`src/loop_ctl_params.svh`:
```
`ifndef LOOP_CTL_PARAMS_SVH
`define LOOP_CTL_PARAMS_SVH

// register byte offsets
`define OFS_CTRL        8'h00
`define OFS_STATUS      8'h04
`define OFS_INT_STAT    8'h08
`define OFS_INT_MASK    8'h0C
`define OFS_GOOD_CNT    8'h10
`define OFS_BAD_CNT     8'h14

// control fields
`define CTRL_MOD_EN_BIT 0
`define CTRL_RST        32'h0000_0001
`define INT_MASK_RST    4'h0

// status fields
`define ST_VALID_BIT    0
`define ST_LB_BIT       1
`define ST_POWERED_BIT  2
`define ST_SHARE_BIT    3
`define ST_PEND_BIT     4

// interrupt status fields
`define INT_VRISE_BIT   0
`define INT_VFALL_BIT   1
`define INT_FAIL_BIT    2
`define INT_LBCHG_BIT   3

// responses
`define RESP_OKAY       2'h0
`define RESP_SLVERR     2'h2

// held shared pins after reset: no loop-back, powered down
`define SHARE_RST       2'h1

`endif

```
`src/loop_ctl_pkg.sv`:
```
`default_nettype none
package loop_ctl_pkg;

  // shared control pins that the bus enable freezes
  typedef struct packed {
    logic power_down_n;
    logic loop_back_n;
  } share_pins_type;

  // outcome of one burst demodulation
  typedef struct packed {
    logic sync_ok;
    logic bit_err;
  } demod_res_type;

  // interrupt event group
  typedef struct packed {
    logic lb_change;
    logic demod_fail;
    logic valid_fall;
    logic valid_rise;
  } int_evt_type;

  // write state of the register slave
  typedef enum logic [1:0] {
    WR_IDLE = 2'b00,
    WR_RESP = 2'b01
  } wr_state_type;

endpackage
`default_nettype wire

```
`src/share_pin_latch.sv`:
```
`timescale 1ns/1ps
`default_nettype none
`include "loop_ctl_params.svh"

module share_pin_latch
  import loop_ctl_pkg::*;
(
  // clock and reset
  input  wire logic           clk,
  input  wire logic           srst,
  // pins and enable
  input  wire logic           share_en,
  input  wire share_pins_type pin_in,
  // effective levels
  output share_pins_type      pin_eff
);

  share_pins_type held_r;

  // follows the pin while enabled, freezes the last level on the fall
  always_ff @(posedge clk) begin
    if (srst) begin
      held_r <= share_pins_type'(`SHARE_RST);
    end else if (share_en) begin
      held_r <= pin_in;
    end
  end

  assign pin_eff = share_en ? pin_in : held_r;

endmodule // share_pin_latch
`default_nettype wire

```
`src/master_loopback_valid_data.sv`:
```
// Contract
// loop-back isolates line input and parks both drivers at reference
// loop-back feeds own modulator output into own demodulator
// loop-back level held internally while share enable is low
// loop-back acts only while powered up
// valid output high after good demodulation, low otherwise
// valid means sync found and no bit errors
// powered up: valid output changes only on frame sync rise
// powered down: valid output changes when demodulation finishes
// valid output released to high impedance while share enable low
// share enable low latches shared inputs and releases shared outputs
// powered down: no modulation, demodulator keeps running
// system supplies frame sync; each rise starts one burst
// loop-back latch transparent while enabled, captures on enable fall
// in loop-back, valid reports own looped burst with same checks
`timescale 1ns/1ps
`default_nettype none
`include "loop_ctl_params.svh"

module master_loopback_valid_data
  import loop_ctl_pkg::*;
(
  // clock and reset
  input  wire logic        CLK_SYS,
  input  wire logic        SRST,
  // line control pins
  input  wire logic        FRAME_SYNC_IN,
  input  wire logic        BUS_SHARE_ENABLE,
  input  wire logic        LOOP_BACK_N,
  input  wire logic        POWER_DOWN_N,
  input  wire logic        DEMOD_RX_PIN,
  // modulator side
  input  wire logic        MOD_BIT,
  input  wire logic        MOD_ACTIVE,
  output logic             MOD_START,
  // demodulator side
  input  wire logic        DEMOD_DONE,
  input  wire logic        DEMOD_SYNC_OK,
  input  wire logic        DEMOD_BIT_ERR,
  output logic             DEMOD_IN,
  // line drivers
  output logic             DRIVE_OUT_POS,
  output logic             DRIVE_OUT_NEG,
  output logic             DRIVE_AT_REF,
  // shared status pin
  output logic             VALID_DATA_OUT,
  output logic             VALID_DATA_OE,
  // interrupt
  output logic             IRQ,
  // axi4-lite write address
  input  wire logic        AWVALID,
  output logic             AWREADY,
  input  wire logic [7:0]  AWADDR,
  // axi4-lite write data
  input  wire logic        WVALID,
  output logic             WREADY,
  input  wire logic [31:0] WDATA,
  input  wire logic [3:0]  WSTRB,
  // axi4-lite write response
  output logic             BVALID,
  input  wire logic        BREADY,
  output logic [1:0]       BRESP,
  // axi4-lite read address
  input  wire logic        ARVALID,
  output logic             ARREADY,
  input  wire logic [7:0]  ARADDR,
  // axi4-lite read data
  output logic             RVALID,
  input  wire logic        RREADY,
  output logic [31:0]      RDATA,
  output logic [1:0]       RRESP
);

  // byte-lane merge of a write into a register
  function automatic logic [31:0] merge_strb(input logic [31:0] old_v,
                                             input logic [31:0] new_v,
                                             input logic [3:0]  strb);
    logic [31:0] res;
    res = old_v;
    for (int i = 0; i < 4; i++) begin
      if (strb[i]) begin
        res[i*8 +: 8] = new_v[i*8 +: 8];
      end
    end
    return res;
  endfunction

  // address belongs to the map
  function automatic logic reg_hit(input logic [7:0] a);
    return (a == `OFS_CTRL) || (a == `OFS_STATUS) || (a == `OFS_INT_STAT) ||
           (a == `OFS_INT_MASK) || (a == `OFS_GOOD_CNT) || (a == `OFS_BAD_CNT);
  endfunction

  // saturating event counter step
  function automatic logic [15:0] sat_inc(input logic [15:0] v);
    return (v == 16'hFFFF) ? v : v + 16'h0001;
  endfunction

  // shared pin freeze
  share_pins_type pins_raw;
  share_pins_type pins_eff;

  assign pins_raw.power_down_n = POWER_DOWN_N;
  assign pins_raw.loop_back_n  = LOOP_BACK_N;

  share_pin_latch u_share (
    .clk      (CLK_SYS),
    .srst     (SRST),
    .share_en (BUS_SHARE_ENABLE),
    .pin_in   (pins_raw),
    .pin_eff  (pins_eff)
  );

  // mode decode
  logic          powered;
  logic          lb_active;
  logic          fs_d_r;
  logic          fs_rise;
  logic [31:0]   ctrl_r;
  logic          mod_en;
  logic          may_modulate;

  assign powered      = pins_eff.power_down_n;
  assign lb_active    = powered & ~pins_eff.loop_back_n;
  assign fs_rise      = FRAME_SYNC_IN & ~fs_d_r;
  assign mod_en       = ctrl_r[`CTRL_MOD_EN_BIT];
  assign may_modulate = powered & mod_en;

  // demodulation judgement
  demod_res_type res;
  logic          res_good;
  logic          pend_r;
  logic          valid_r;
  logic          valid_nxt;
  logic          upd_now;

  assign res.sync_ok = DEMOD_SYNC_OK;
  assign res.bit_err = DEMOD_BIT_ERR;
  assign res_good    = res.sync_ok & ~res.bit_err;

  // powered up: present on frame sync; powered down: on end of burst
  assign upd_now   = powered ? fs_rise : DEMOD_DONE;
  assign valid_nxt = powered ? pend_r : res_good;

  // line path outputs
  logic          demod_in_r;
  logic          pos_r;
  logic          neg_r;
  logic          at_ref_r;
  logic          mod_start_r;
  logic          demod_in_nxt;
  logic          driving;

  // own modulator output replaces the line pin during loop-back
  assign demod_in_nxt = lb_active ? MOD_BIT : DEMOD_RX_PIN;
  assign driving      = may_modulate & ~lb_active & MOD_ACTIVE;

  always_ff @(posedge CLK_SYS) begin
    if (SRST) begin
      fs_d_r      <= 1'b0;
      demod_in_r  <= 1'b0;
      pos_r       <= 1'b0;
      neg_r       <= 1'b0;
      at_ref_r    <= 1'b1;
      mod_start_r <= 1'b0;
    end else begin
      fs_d_r      <= FRAME_SYNC_IN;
      demod_in_r  <= demod_in_nxt;
      pos_r       <= driving & MOD_BIT;
      neg_r       <= driving & ~MOD_BIT;
      at_ref_r    <= ~driving;
      mod_start_r <= fs_rise & may_modulate;
    end
  end

  // valid flag and its shared pin
  logic          vd_out_r;
  logic          vd_oe_r;

  always_ff @(posedge CLK_SYS) begin
    if (SRST) begin
      pend_r   <= 1'b0;
      valid_r  <= 1'b0;
      vd_out_r <= 1'b0;
      vd_oe_r  <= 1'b0;
    end else begin
      if (DEMOD_DONE) begin
        pend_r <= res_good;
      end else if (powered && fs_rise) begin
        pend_r <= 1'b0;
      end
      if (upd_now) begin
        valid_r <= valid_nxt;
      end
      vd_out_r <= BUS_SHARE_ENABLE & (upd_now ? valid_nxt : valid_r);
      vd_oe_r  <= BUS_SHARE_ENABLE;
    end
  end

  // events and counters
  int_evt_type   evt;
  logic          lb_d_r;
  logic [15:0]   good_cnt_r;
  logic [15:0]   bad_cnt_r;
  logic [3:0]    int_stat_r;
  logic [3:0]    int_stat_nxt;
  logic [3:0]    int_mask_r;
  logic [3:0]    int_clr;
  logic          irq_r;

  assign evt.valid_rise = upd_now & valid_nxt & ~valid_r;
  assign evt.valid_fall = upd_now & ~valid_nxt & valid_r;
  assign evt.demod_fail = DEMOD_DONE & ~res_good;
  assign evt.lb_change  = lb_active ^ lb_d_r;

  // a new event wins over a clear in the same cycle
  assign int_stat_nxt = (int_stat_r & ~int_clr) | evt;

  always_ff @(posedge CLK_SYS) begin
    if (SRST) begin
      lb_d_r     <= 1'b0;
      good_cnt_r <= 16'h0000;
      bad_cnt_r  <= 16'h0000;
      int_stat_r <= 4'h0;
      irq_r      <= 1'b0;
    end else begin
      lb_d_r     <= lb_active;
      int_stat_r <= int_stat_nxt;
      irq_r      <= |(int_stat_nxt & int_mask_r);
      if (DEMOD_DONE && res_good) begin
        good_cnt_r <= sat_inc(good_cnt_r);
      end
      if (DEMOD_DONE && !res_good) begin
        bad_cnt_r <= sat_inc(bad_cnt_r);
      end
    end
  end

  // register slave: write side
  wr_state_type  wr_st_r;
  logic          awready_r;
  logic          wready_r;
  logic [7:0]    aw_addr_r;
  logic [31:0]   w_data_r;
  logic [3:0]    w_strb_r;
  logic [1:0]    bresp_r;
  logic          wr_fire;
  logic          wr_hit;
  logic [31:0]   ctrl_wr;
  logic [31:0]   mask_wr;
  logic [31:0]   clr_wr;

  assign wr_fire = (wr_st_r == WR_IDLE) & ~awready_r & ~wready_r;
  assign wr_hit  = reg_hit(aw_addr_r);
  assign ctrl_wr = merge_strb(ctrl_r, w_data_r, w_strb_r);
  assign mask_wr = merge_strb({28'h0, int_mask_r}, w_data_r, w_strb_r);
  assign clr_wr  = merge_strb(32'h0, w_data_r, w_strb_r);
  assign int_clr = (wr_fire && aw_addr_r == `OFS_INT_STAT) ? clr_wr[3:0] : 4'h0;

  always_ff @(posedge CLK_SYS) begin
    if (SRST) begin
      wr_st_r    <= WR_IDLE;
      awready_r  <= 1'b1;
      wready_r   <= 1'b1;
      aw_addr_r  <= 8'h00;
      w_data_r   <= 32'h0000_0000;
      w_strb_r   <= 4'h0;
      bresp_r    <= `RESP_OKAY;
      ctrl_r     <= `CTRL_RST;
      int_mask_r <= `INT_MASK_RST;
    end else begin
      if (AWVALID && awready_r) begin
        awready_r <= 1'b0;
        aw_addr_r <= AWADDR;
      end
      if (WVALID && wready_r) begin
        wready_r <= 1'b0;
        w_data_r <= WDATA;
        w_strb_r <= WSTRB;
      end
      unique case (wr_st_r)
        WR_IDLE: begin
          if (wr_fire) begin
            wr_st_r <= WR_RESP;
            bresp_r <= wr_hit ? `RESP_OKAY : `RESP_SLVERR;
            if (aw_addr_r == `OFS_CTRL) begin
              ctrl_r <= {31'h0, ctrl_wr[`CTRL_MOD_EN_BIT]};
            end
            if (aw_addr_r == `OFS_INT_MASK) begin
              int_mask_r <= mask_wr[3:0];
            end
          end
        end
        WR_RESP: begin
          if (BREADY) begin
            wr_st_r   <= WR_IDLE;
            awready_r <= 1'b1;
            wready_r  <= 1'b1;
          end
        end
      endcase
    end
  end

  // register slave: read side
  logic          arready_r;
  logic          rvalid_r;
  logic [31:0]   rdata_r;
  logic [1:0]    rresp_r;
  logic [31:0]   status_v;
  logic [31:0]   rd_mux;

  assign status_v = {27'h0, pend_r, BUS_SHARE_ENABLE, powered, lb_active, valid_r};
  assign rd_mux   = (ARADDR == `OFS_CTRL)     ? ctrl_r :
                    (ARADDR == `OFS_STATUS)   ? status_v :
                    (ARADDR == `OFS_INT_STAT) ? {28'h0, int_stat_r} :
                    (ARADDR == `OFS_INT_MASK) ? {28'h0, int_mask_r} :
                    (ARADDR == `OFS_GOOD_CNT) ? {16'h0, good_cnt_r} :
                    (ARADDR == `OFS_BAD_CNT)  ? {16'h0, bad_cnt_r} :
                    32'h0000_0000;

  always_ff @(posedge CLK_SYS) begin
    if (SRST) begin
      arready_r <= 1'b1;
      rvalid_r  <= 1'b0;
      rdata_r   <= 32'h0000_0000;
      rresp_r   <= `RESP_OKAY;
    end else if (ARVALID && arready_r) begin
      arready_r <= 1'b0;
      rvalid_r  <= 1'b1;
      rdata_r   <= rd_mux;
      rresp_r   <= reg_hit(ARADDR) ? `RESP_OKAY : `RESP_SLVERR;
    end else if (rvalid_r && RREADY) begin
      arready_r <= 1'b1;
      rvalid_r  <= 1'b0;
    end
  end

  // output drive
  assign MOD_START      = mod_start_r;
  assign DEMOD_IN       = demod_in_r;
  assign DRIVE_OUT_POS  = pos_r;
  assign DRIVE_OUT_NEG  = neg_r;
  assign DRIVE_AT_REF   = at_ref_r;
  assign VALID_DATA_OUT = vd_out_r;
  assign VALID_DATA_OE  = vd_oe_r;
  assign IRQ            = irq_r;
  assign AWREADY        = awready_r;
  assign WREADY         = wready_r;
  assign BVALID         = wr_st_r[0];
  assign BRESP          = bresp_r;
  assign ARREADY        = arready_r;
  assign RVALID         = rvalid_r;
  assign RDATA          = rdata_r;
  assign RRESP          = rresp_r;

endmodule // master_loopback_valid_data
`default_nettype wire

```
`config.mk`:
```
export PLATFORM = sky130hd
export DESIGN_NAME = master_loopback_valid_data
export DESIGN_NICKNAME = d
export VERILOG_FILES = /design/src/loop_ctl_pkg.sv /design/src/share_pin_latch.sv /design/src/master_loopback_valid_data.sv
export VERILOG_INCLUDE_DIRS = /design/src
export SDC_FILE = /design/constraint.sdc
export NUM_CORES = 1
export LEC_CHECK = 0
export ABC_CLOCK_PERIOD_IN_PS = 3570
export BUFFER_PORTS_ARGS = -buffer_cell sky130_fd_sc_hd__buf_2
export CAP_MARGIN = 20
export CORE_MARGIN = 3
export CORE_UTILIZATION = 55
export CTS_CLUSTER_SIZE = 30
export DETAILED_ROUTE_END_ITERATION = 6
export PLACE_DENSITY = 0.79
export SLEW_MARGIN = 10
export SYNTH_ARGS = -nofsm -noshare
export SYNTH_HDL_FRONTEND = slang
export SYNTH_HIERARCHICAL = 1
export SYNTH_SLANG_ARGS = --single-unit
```
`constraint.sdc`:
```
create_clock -name CLK_SYS -period 3.57 [get_ports CLK_SYS]
set_input_delay 0.357 -clock CLK_SYS [delete_from_list [all_inputs] [get_ports CLK_SYS]]
set_output_delay 0.357 -clock CLK_SYS [all_outputs]
set_load 0.01 [all_outputs]
```
==> impl_metrics.env, run 1 <==
export IMPL_path_max_fanout=5
export IMPL_die_area_sq_um=8909
export IMPL_rsz0062_at_grt="no"
export IMPL_p_sw_frac=0.2438
export IMPL_multiInputGateArea_sq_um=2256
export IMPL_post_cts_buffers=0
export IMPL_initialDrtViolationCount=156
export IMPL_cp_start_kind="flip-flop"
export IMPL_worst_path_buf_inv=0
export IMPL_grt_pass1_vias=3443
export IMPL_fp_dieW_microns=94.39
export IMPL_cp_cell_sequence="ha_1 -> nand4_2 -> nor4_1 -> nor3_1 -> xnor2_1 -> nor2_1"
export IMPL_seq_area_sq_um=1822
export IMPL_hpwl_microns=7020
export IMPL_rrSetupSlack_ps=1410
export IMPL_fin_nets=630
export IMPL_wl_microns=9642
export IMPL_synth_edf_count=0
export IMPL_route_met2_wl_microns=4547
export IMPL_ff2ff_path_depth=6
export IMPL_ys_top_cells_by_area="dfxtp_1 42%, nor2_1 5.4%, nand2_1 4.1%"
export IMPL_p_per_area_nw_per_um2=429.0
export IMPL_path_clk_slew_ps=100
export IMPL_layout_drive_gt1_share=0.1897
export IMPL_syn_avg_cell_area_sq_um=8.576
export IMPL_critPathCapture="bad_cnt_r[4]"
export IMPL_p_leak_nw=1.916
export IMPL_finalCritPeriodShare=0.6060
export IMPL_wl_per_cell_microns=14.54
export IMPL_dpl_cell_area_sq_um=4606
export IMPL_worst_slack_ps=1407
export IMPL_diodes=0
export IMPL_max_stage_delay_ps=720
export IMPL_yosys_warnings=6
export IMPL_hold_buffers=0
export IMPL_hp_class="in2reg"
export IMPL_period_minus_slack_ps=2163
export IMPL_cp_depth=6
export IMPL_ant_nets=0
export IMPL_fin_skew_ps=13.82
export IMPL_synth_seq_cells=91
export IMPL_clkPwrFrac=0.407
export IMPL_critPathCaptureType="flip-flop"
export IMPL_reg2reg_from="bad_cnt_r[0]"
export IMPL_finalHoldViolCount=0
export IMPL_maxUsedRoutingLayer="met4"
export IMPL_yosys_area_top_type="dfxtp_1"
export IMPL_cts_tree="built"
export IMPL_seqPwrFrac=0.513
export IMPL_crit_slowest_cell="nor4_1"
export IMPL_grt_overflow=0
export IMPL_io_buffers=68
export IMPL_fill_cells=642
export IMPL_slew_headroom=0.3424
export IMPL_start_util=0.5800
export IMPL_htree_levels=3
export IMPL_worstMarginPinSlew_ps=978.2
export IMPL_worstSetupPathType="reg2reg"
export IMPL_setup_viol=0
export IMPL_syn_instance_count=501
export IMPL_final_setup_tns_ps=0
export IMPL_netlist_area_sq_um=4297
export IMPL_p_sw_w=0.0005074
export IMPL_yosysSeqAreaShare=0.4240
export IMPL_cts_num_sinks=91
export IMPL_synth_top_area_share=0.4240
export IMPL_grt_usage=0.2258
export IMPL_power_frac_comb=0.080
export IMPL_clock_path_buffers=2
export IMPL_vias=3739
export IMPL_avgViaCountPerCell=5.640
export IMPL_arrival_ps=2390
export IMPL_cp_startpoint="bad_cnt_r[0]"
export IMPL_root_buffer="clkbuf_8"
export IMPL_clock_latency_ps=360
export IMPL_io_pins=118
export IMPL_cp_required_ps=3790
export IMPL_core_sq_um=7408
export IMPL_num_rows=31
export IMPL_gp_congestion=0.8673
export IMPL_crit_family="simple AND/OR/NAND/NOR gates"
export IMPL_ir_worst_vdd_mv=0.2655
export IMPL_wl_met3_microns=594
export IMPL_internal_power_w=0.001574
export IMPL_synth_ff_type="dfxtp_1"
export IMPL_cts_made_buffers=9
export IMPL_met1_length_microns=4399
export IMPL_status="finished clean"
export IMPL_drc=0
export IMPL_synthToLayoutAreaGrowth_pct=12.90
export IMPL_yosys_cell_types_count=59
export IMPL_ys_async_sr_fraction=0
export IMPL_ctsResizeCount=0
export IMPL_r2r_end="bad_cnt_r[4]"
export IMPL_final_area_sq_um=4851
export IMPL_detail_route_first_pass_iterations=5
export IMPL_max_cap_violations=0
export IMPL_antenna_found_initial=0
export IMPL_maxSlewViolCount=0
export IMPL_grt_max_degree=49
export IMPL_max_freq_ghz=0.4622
export IMPL_grt_pass1_wl_microns=16170
export IMPL_dp_slack_ps=1146
export IMPL_die_h_microns=94.39
==> worst reg2reg max path, cell delays in order, from the launching register on <==
cell	delay, ps
dfxtp_1	430
ha_1	310
nand4_2	200
nor4_1	720
nor3_1	130
xnor2_1	180
nor2_1	60
==> synth_stat cells (5+ instances only) <==
| master | count |
|---|---|
| a21oi_1 | 28 |
| a22o_1 | 12 |
| a22oi_1 | 16 |
| buf_4 | 19 |
| clkbuf_1 | 15 |
| dfxtp_1 | 91 |
| inv_1 | 12 |
| mux2_2 | 5 |
| mux2i_1 | 13 |
| nand2_1 | 47 |
| nand2b_1 | 5 |
| nand3_1 | 26 |
| nand4_1 | 13 |
| nor2_1 | 62 |
| nor2b_1 | 10 |
| nor3_1 | 17 |
| nor4_1 | 8 |
| o21ai_0 | 11 |
| xnor2_1 | 17 |
| xor2_1 | 10 |
==> final cells by class <==
class	count	area share
Tap cell	99	0.02554
Clock buffer	9	0.02554
Sequential cell	91	0.3755
Clock inverter	7	0.02502
Inverter	13	0.01006
Timing Repair Buffer	70	0.07325
Multi-Input combinational cell	374	0.4650
==> kinds of logic after synthesis <==
logic type	count (synthesis)	synth area share
and+or+nand+nor	228	0.2807
adders and majority gates	2	0.005823
DFF	91	0.4240
other	1	0.0008728
muxes	19	0.04688
xor gates and xnor gates	27	0.05504
buffers and inverters	53	0.06581
AOI/OAI and AO/OA	80	0.1209
==> placed cells by master (no fill, tap or decap), types with 5 or more instances in the layout <==
| cell type | n |
|---|---|
| a21oi_1 | 28 |
| buf_2 | 68 |
| nor4_1 | 8 |
| mux2_2 | 5 |
| nand2b_1 | 5 |
| nand2_1 | 47 |
| dfxtp_1 | 91 |
| nor2_1 | 62 |
| xor2_1 | 10 |
| nor2b_1 | 10 |
| mux2i_1 | 13 |
| clkbuf_8 | 9 |
| inv_1 | 12 |
| o21ai_0 | 11 |
| nor3_1 | 17 |
| a22o_1 | 12 |
| xnor2_1 | 17 |
| a22oi_1 | 16 |
| nand3_1 | 26 |
| nand4_1 | 13 |
| conb_1 | 18 |
==> metal layers <==
| metal | vias to the layer above | GRT usage |
|---|---|---|
| li1 | 1858 | - |
| met1 | 1744 | 0.3060 |
| met2 | 124 | 0.3700 |
| met3 | 13 | 0.03665 |
| met4 | 0 | 0.06980 |
| met5 | - | 0 |
==> power by group through the flow <==
stage	registers [W]	logic, W	clock network (W)
after floorplan	0.00109	0.000124	0
after global placement	0.00109	0.000160	0
after detailed placement	0.00109	0.000166	0
after CTS	0.00107	0.000166	0.000860
after global routing	0.00107	0.000188	0.000906
final	0.00107	0.000167	0.000847
==> worst min path at each step <==
stage / startpoint / endpoint / depth (start not counted) / slack [ps]
after floorplan: SRST / u_share/held_r[1] / 1 / 430
after global placement: aw_addr_r[1] / aw_addr_r[1] / 2 / 450
after detailed placement: aw_addr_r[5] / aw_addr_r[5] / 2 / 460
after CTS: MOD_BIT / DRIVE_OUT_NEG / 2 / 160
after global routing: MOD_BIT / DRIVE_OUT_NEG / 2 / 160
final: MOD_BIT / DRIVE_OUT_NEG / 2 / 170
==> per-stage QoR <==
| stage | total power [W] | cells | hold WS, ps | utilization |
|---|---|---|---|---|
| 2_1_floorplan | 0.001210 | 518 | 428.6 | - |
| 3_3_place_gp | 0.001248 | 647 | 445.4 | 0.6217 |
| 3_5_place_dp | 0.001256 | 647 | 456.3 | 0.6217 |
| 4_1_cts | 0.002093 | 663 | 162.5 | 0.6548 |
| 5_1_grt | 0.002164 | 663 | 164.5 | 0.6548 |
| 6_report | 0.002081 | 663 | 170.5 | 0.6548 |
==> state kept, by name (all words and copies together) (netlist names), 2 cells and up <==
| register | cells |
|---|---|
| u_share/held_r | 2 |
| good_cnt_r | 16 |
| int_stat_r | 4 |
| aw_addr_r | 8 |
| w_data_r | 4 |
| RDATA | 16 |
| int_mask_r | 4 |
| bad_cnt_r | 16 |
(Power assumes the default switching activity.)
==> run 2, diff against run 1 <==
--- a/config.mk
+++ b/config.mk
@@ -6,14 +6,14 @@
 export SDC_FILE = /design/constraint.sdc
 export NUM_CORES = 1
 export LEC_CHECK = 0
-export ABC_CLOCK_PERIOD_IN_PS = 3570
+export ABC_CLOCK_PERIOD_IN_PS = 1750
 export BUFFER_PORTS_ARGS = -buffer_cell sky130_fd_sc_hd__buf_2
 export CAP_MARGIN = 20
 export CORE_MARGIN = 3
-export CORE_UTILIZATION = 55
+export CORE_UTILIZATION = 47
 export CTS_CLUSTER_SIZE = 30
 export DETAILED_ROUTE_END_ITERATION = 6
-export PLACE_DENSITY = 0.79
+export PLACE_DENSITY = 0.72
 export SLEW_MARGIN = 10
 export SYNTH_ARGS = -nofsm -noshare
 export SYNTH_HDL_FRONTEND = slang
==> constraint.sdc (replaced) <==
create_clock -name CLK_SYS -period 1.75 [get_ports CLK_SYS]
set_input_delay 0.175 -clock CLK_SYS [delete_from_list [all_inputs] [get_ports CLK_SYS]]
set_output_delay 0.175 -clock CLK_SYS [all_outputs]
set_load 0.01 [all_outputs]
==> run 2 against run 1 <==
  * Global-route usage down 2.0 points
  * Register-to-register slack got worse by 1400 ps
  * Routed wire length up 11%
  * Clock skew decreased by 2.0 ps
  * Design area rose by 9.7%
  * Flip-flop and latch count is the same
  * Cell count grew 8.4%
  * Critical endpoint is now bad_cnt_r[14]
  * Largest power group unchanged
==> impl_metrics.env, run 2 (synthesis gave the netlist of run 1 again) <==
export IMPL_rrSetupSlack_ps=30
export IMPL_clkPwrFrac=0.374
export IMPL_period_minus_slack_ps=1716
export IMPL_max_freq_ghz=0.5828
export IMPL_htree_levels=3
export IMPL_grt_usage=0.2055
export IMPL_grt_pass1_vias=3702
export IMPL_maxSlewViolCount=0
export IMPL_clock_path_buffers=2
export IMPL_whs_path_depth=2
export IMPL_cp_start_kind="flip-flop"
export IMPL_ant_nets=0
export IMPL_finalHoldViolCount=0
export IMPL_io_buffers=68
export IMPL_wl_per_cell_microns=14.88
export IMPL_dp_slack_ps=-62.39
export IMPL_hp_class="in2reg"
export IMPL_ff2ff_path_depth=5
export IMPL_p_sw_frac=0.2730
export IMPL_crit_slowest_cell="dfxtp_1"
export IMPL_worst_slack_ps=34.18
export IMPL_die_h_microns=101.6
export IMPL_avgViaCountPerCell=5.481
export IMPL_fp_dieW_microns=101.6
export IMPL_grt_overflow=0
export IMPL_worstMarginPinSlew_ps=806.6
export IMPL_worst_path_buf_inv=0
export IMPL_path_clk_slew_ps=100
export IMPL_cts_made_buffers=9
export IMPL_io_pins=118
export IMPL_cts_tree="built"
export IMPL_path_max_fanout=5
export IMPL_max_stage_delay_ps=460
export IMPL_fin_skew_ps=11.84
export IMPL_core_sq_um=8806
export IMPL_drc=0
export IMPL_reg2reg_from="bad_cnt_r[12]"
export IMPL_p_sw_w=0.001129
export IMPL_crit_family="simple AND/OR/NAND/NOR gates"
export IMPL_arrival_ps=1970
export IMPL_worstHoldStart="FRAME_SYNC_IN"
export IMPL_layout_commonest_cell="dfxtp_1"
export IMPL_synthToLayoutAreaGrowth_pct=23.88
export IMPL_cts_num_sinks=91
export IMPL_diodes=0
export IMPL_initialDrtViolationCount=240
export IMPL_critPathCaptureType="flip-flop"
export IMPL_final_area_sq_um=5323
export IMPL_fin_nets=677
export IMPL_gp_congestion=0.8894
export IMPL_cp_cell_sequence="nand3_1 -> or3_4 -> or4_4 -> xor2_2 -> nor2_1"
export IMPL_seqPwrFrac=0.524
export IMPL_max_cap_violations=0
export IMPL_cp_required_ps=2010
export IMPL_worstSetupPathType="reg2reg"
export IMPL_r2r_end="bad_cnt_r[14]"
export IMPL_p_per_area_nw_per_um2=777.2
export IMPL_vias=3941
export IMPL_die_area_sq_um=10320
export IMPL_antenna_found_initial=0
export IMPL_post_cts_buffers=0
export IMPL_setup_viol=0
export IMPL_cp_depth=5
export IMPL_wl_microns=10700
export IMPL_finalCritPeriodShare=0.9805
export IMPL_p_leak_nw=2.159
export IMPL_start_util=0.4879
export IMPL_status="finished clean"
export IMPL_detail_route_first_pass_iterations=5
export IMPL_hold_end="fs_d_r"
export IMPL_dpl_cell_area_sq_um=4970
export IMPL_internal_power_w=0.003007
export IMPL_clock_latency_ps=370
export IMPL_slew_headroom=0.4603
export IMPL_layout_drive_gt1_share=0.2897
export IMPL_num_rows=34
export IMPL_final_cell_mix="84 x dfxtp_1, 68 x buf_2, 62 x nor2_1, 47 x nand2_1, 47 x buf_4"
export IMPL_grt_max_degree=40
export IMPL_grt_pass1_wl_microns=17120
export IMPL_power_frac_comb=0.102
export IMPL_ir_worst_vdd_mv=0.3860
export IMPL_hpwl_microns=7719
export IMPL_fill_cells=773
export IMPL_rsz0062_at_grt="yes"
export IMPL_root_buffer="clkbuf_8"
## run 2: worst max-delay path by stage
stage,slack [ps],start,to
detailed placement,-60,BUS_SHARE_ENABLE,IRQ
global placement,7,BUS_SHARE_ENABLE,IRQ
global route,-60,u_share/held_r[1],IRQ
finish,30,bad_cnt_r[12],bad_cnt_r[14]
floorplan,30,bad_cnt_r[0],bad_cnt_r[14]
CTS,-6,bad_cnt_r[1],bad_cnt_r[14]
## run 2: layer usage
| metal | share of wire | wire, microns | global-route usage |
|---|---|---|---|
| met5 | 0 | 0 | 0 |
| met4 | 0.016 | 168 | 0.07157 |
| met3 | 0.048 | 512 | 0.03650 |
| met2 | 0.50 | 5302 | 0.3506 |
| met1 | 0.44 | 4719 | 0.2609 |
## run 2: stage by stage
step                      setup TNS, ps  hold WS (ps)    util  total power [W]  std cells
after floorplan                       0         246.6       -         0.002473        518
after global placement                0         365.4  0.5644         0.002608        701
after detailed placement         -62.39         364.1  0.5644         0.002619        701
after CTS                        -6.118         25.78  0.5932         0.004154        718
after global routing             -89.94         19.40  0.6044         0.004316        719
final                                 0         30.09  0.6044         0.004136        719
## run 2: cell type report
type | count | area, sq um | area share
clock buffer | 9 | 123.9 | 0.02327
clock inverter | 7 | 93.84 | 0.01763
inverter | 13 | 48.80 | 0.009168
timing repair buffer | 116 | 703.2 | 0.1321
tap | 108 | 135.1 | 0.02539
multi-input combinational | 375 | 2387 | 0.4485
sequential | 91 | 1831 | 0.3439
## run 2: power groups by stage
stage | clock network, W | registers (W) | logic (W)
after global placement | 0 | 0.00221 | 0.000398
after detailed placement | 0 | 0.00221 | 0.000405
after global routing | 0.00167 | 0.00218 | 0.000466
final | 0.00155 | 0.00217 | 0.000420
after floorplan | 0 | 0.00222 | 0.000255
after CTS | 0.00158 | 0.00217 | 0.000409
## run 2: what timing repair did
item | CTS | global route
gates cloned | 0 | 1
pin swaps | 1 | 7
resized for setup | 5 | 22
setup endpoints to repair | 3 | 24
hold buffers | 1 | 0
hold endpoints to repair | 1 | 0
==> run 3, diff against run 2 <==
--- a/config.mk
+++ b/config.mk
@@ -10,10 +10,11 @@
 export BUFFER_PORTS_ARGS = -buffer_cell sky130_fd_sc_hd__buf_2
 export CAP_MARGIN = 20
 export CORE_MARGIN = 3
-export CORE_UTILIZATION = 47
+export CORE_UTILIZATION = 49
+export CTS_BUF_LIST = sky130_fd_sc_hd__clkbuf_2
 export CTS_CLUSTER_SIZE = 30
 export DETAILED_ROUTE_END_ITERATION = 6
-export PLACE_DENSITY = 0.72
+export PLACE_DENSITY = 0.74
 export SLEW_MARGIN = 10
 export SYNTH_ARGS = -nofsm -noshare
 export SYNTH_HDL_FRONTEND = slang
==> run 3 against run 2 <==
  * The run now ends with negative setup slack left
  * Clock skew up 26 ps
  * Die area is 3.8% lower
  * Routed wire length is 9.1% higher
  * Global-route usage is 3.0 points higher
==> impl_metrics.env, run 3 (synthesis gave the netlist of run 1 again) <==
export IMPL_layout_drive_gt1_share=0.2719
export IMPL_vias=4236
export IMPL_failed_checks="negative setup slack"
export IMPL_cts_num_sinks=91
export IMPL_finalHoldViolCount=0
export IMPL_htree_levels=3
export IMPL_grt_pass1_vias=4111
export IMPL_arrival_ps=2260
export IMPL_hp_class="in2reg"
export IMPL_cp_cell_sequence="ha_4 -> nand4_4 -> or3_1 -> or4_4 -> xor2_1 -> nor2_1"
export IMPL_path_clk_slew_ps=290
export IMPL_cp_depth=6
export IMPL_final_cell_mix="83 x dfxtp_1, 68 x buf_2, 61 x nor2_1, 53 x buf_4"
export IMPL_grt_usage=0.2354
export IMPL_worstSetupPathType="reg2reg"
export IMPL_cp_required_ps=2220
export IMPL_total_power_w=0.003890
export IMPL_dp_slack_ps=-43.57
export IMPL_crit_family="simple AND/OR/NAND/NOR gates"
export IMPL_dpl_cell_area_sq_um=5011
export IMPL_ff2ff_path_depth=6
export IMPL_ir_worst_vdd_mv=0.4018
export IMPL_max_freq_ghz=0.5606
export IMPL_detail_route_first_pass_iterations=4
export IMPL_wl_microns=11670
export IMPL_fin_skew_ps=37.94
export IMPL_drc=0
export IMPL_p_leak_nw=2.338
export IMPL_max_cap_violations=0
export IMPL_io_buffers=68
export IMPL_whs_path_depth=5
export IMPL_period_minus_slack_ps=1784
export IMPL_crit_slowest_cell="dfxtp_2"
export IMPL_diodes=0
export IMPL_fin_nets=728
export IMPL_slew_headroom=0.6543
export IMPL_power_frac_comb=0.134
export IMPL_fin_hold_ws_ps=62.06
export IMPL_antenna_found_initial=0
export IMPL_die_area_sq_um=9928
export IMPL_grt_max_degree=39
export IMPL_p_sw_frac=0.2902
export IMPL_avgViaCountPerCell=5.523
export IMPL_fill_cells=655
export IMPL_initialDrtViolationCount=205
export IMPL_p_sw_w=0.001129
export IMPL_io_pins=118
export IMPL_critPathCaptureType="flip-flop"
export IMPL_fp_dieW_microns=99.64
export IMPL_cts_made_buffers=9
export IMPL_clock_latency_ps=590
export IMPL_cp_start_kind="flip-flop"
export IMPL_p_per_area_nw_per_um2=681.6
export IMPL_setup_viol=2
export IMPL_hpwl_microns=7803
export IMPL_cts_tree="built"
export IMPL_gp_congestion=0.8976
export IMPL_clock_path_buffers=2
export IMPL_worst_slack_ps=-33.91
export IMPL_clkPwrFrac=0.306
export IMPL_finalCritPeriodShare=1.019
export IMPL_ant_nets=0
export IMPL_seq_area_sq_um=1832
export IMPL_stdcell_count=767
export IMPL_worst_path_buf_inv=0
export IMPL_die_h_microns=99.64
export IMPL_seqPwrFrac=0.560
export IMPL_core_sq_um=8382
export IMPL_layout_commonest_cell="dfxtp_1"
export IMPL_worstMarginPinSlew_ps=513.8
export IMPL_max_stage_delay_ps=420
export IMPL_wl_per_cell_microns=15.22
export IMPL_final_area_sq_um=5708
export IMPL_grt_overflow=0
export IMPL_num_rows=33
export IMPL_maxSlewViolCount=0
export IMPL_status="finished with violations"
export IMPL_rsz0062_at_grt="yes"
export IMPL_internal_power_w=0.002762
export IMPL_grt_pass1_wl_microns=19050
export IMPL_dpl_cell_count=704
export IMPL_multiInputGateArea_sq_um=2350
export IMPL_synthToLayoutAreaGrowth_pct=32.85
export IMPL_root_buffer="clkbuf_2"
export IMPL_start_util=0.5126
export IMPL_path_max_fanout=3
==> run 3: cell types whose count changed in the layout (fill, tap and decap cells not counted), sizes merged <==
cell         change
buf              +6
or4              -1
clkinvlp         -1
clkinv           +1
dlygate4sd3     +46
==> run 3: final timing paths <==
kind                  from            end  slack, ps
min reg2reg   aw_addr_r[0]   aw_addr_r[0]        490
max reg2reg   bad_cnt_r[0]  bad_cnt_r[14]        -30
max           bad_cnt_r[0]  bad_cnt_r[14]        -30
min          DEMOD_BIT_ERR  good_cnt_r[2]         60
==> run 3: metal layers <==
| metal | global-route usage | vias to the layer above | part of all wire |
|---|---|---|---|
| li1 | - | 2050 | - |
| met1 | 0.2962 | 2019 | 0.43 |
| met2 | 0.4086 | 148 | 0.50 |
| met3 | 0.04418 | 19 | 0.058 |
| met4 | 0.07143 | 0 | 0.017 |
| met5 | 0 | - | 0 |
==> run 3: power groups by stage <==
stage | Combinational, W | Sequential [W] | Clock [W]
6_report | 0.000520 | 0.00218 | 0.00119
5_1_grt | 0.000568 | 0.00219 | 0.00131
2_1_floorplan | 0.000255 | 0.00222 | 0
3_5_place_dp | 0.000412 | 0.00221 | 0
3_3_place_gp | 0.000400 | 0.00221 | 0
4_1_cts | 0.000495 | 0.00218 | 0.00122
==> run 3: area by class of cell <==
class / instances / share of cell area
Clock buffer: 9 / 0.007891
Clock inverter: 7 / 0.01622
Inverter: 13 / 0.008549
Multi-Input combinational cell: 374 / 0.4117
Sequential cell: 91 / 0.3209
Tap cell: 105 / 0.02302
Timing Repair Buffer: 168 / 0.2117
==> run 3: what timing repair did <==
item,CTS,global route
pin swaps,1,2
buffers inserted,0,0
endpoints found under the setup margin,2,22
gates resized for setup,2,22
endpoints found under the hold margin,39,0
hold buffers,47,0
==> run 3: per-stage QoR <==
step / util / setup TNS (ps)
floorplan: - / 0
global placement: 0.5979 / -23.52
detailed placement: 0.5979 / -98.81
CTS: 0.6719 / -24.72
global route: 0.6810 / -372.1
finish: 0.6810 / -36.31
==> run 3: worst min-delay path: cells and delay by family <==
family	cells	cell delay (ps)
buf+inv	1	110
simple gates	3	240
xor+xnor	1	70
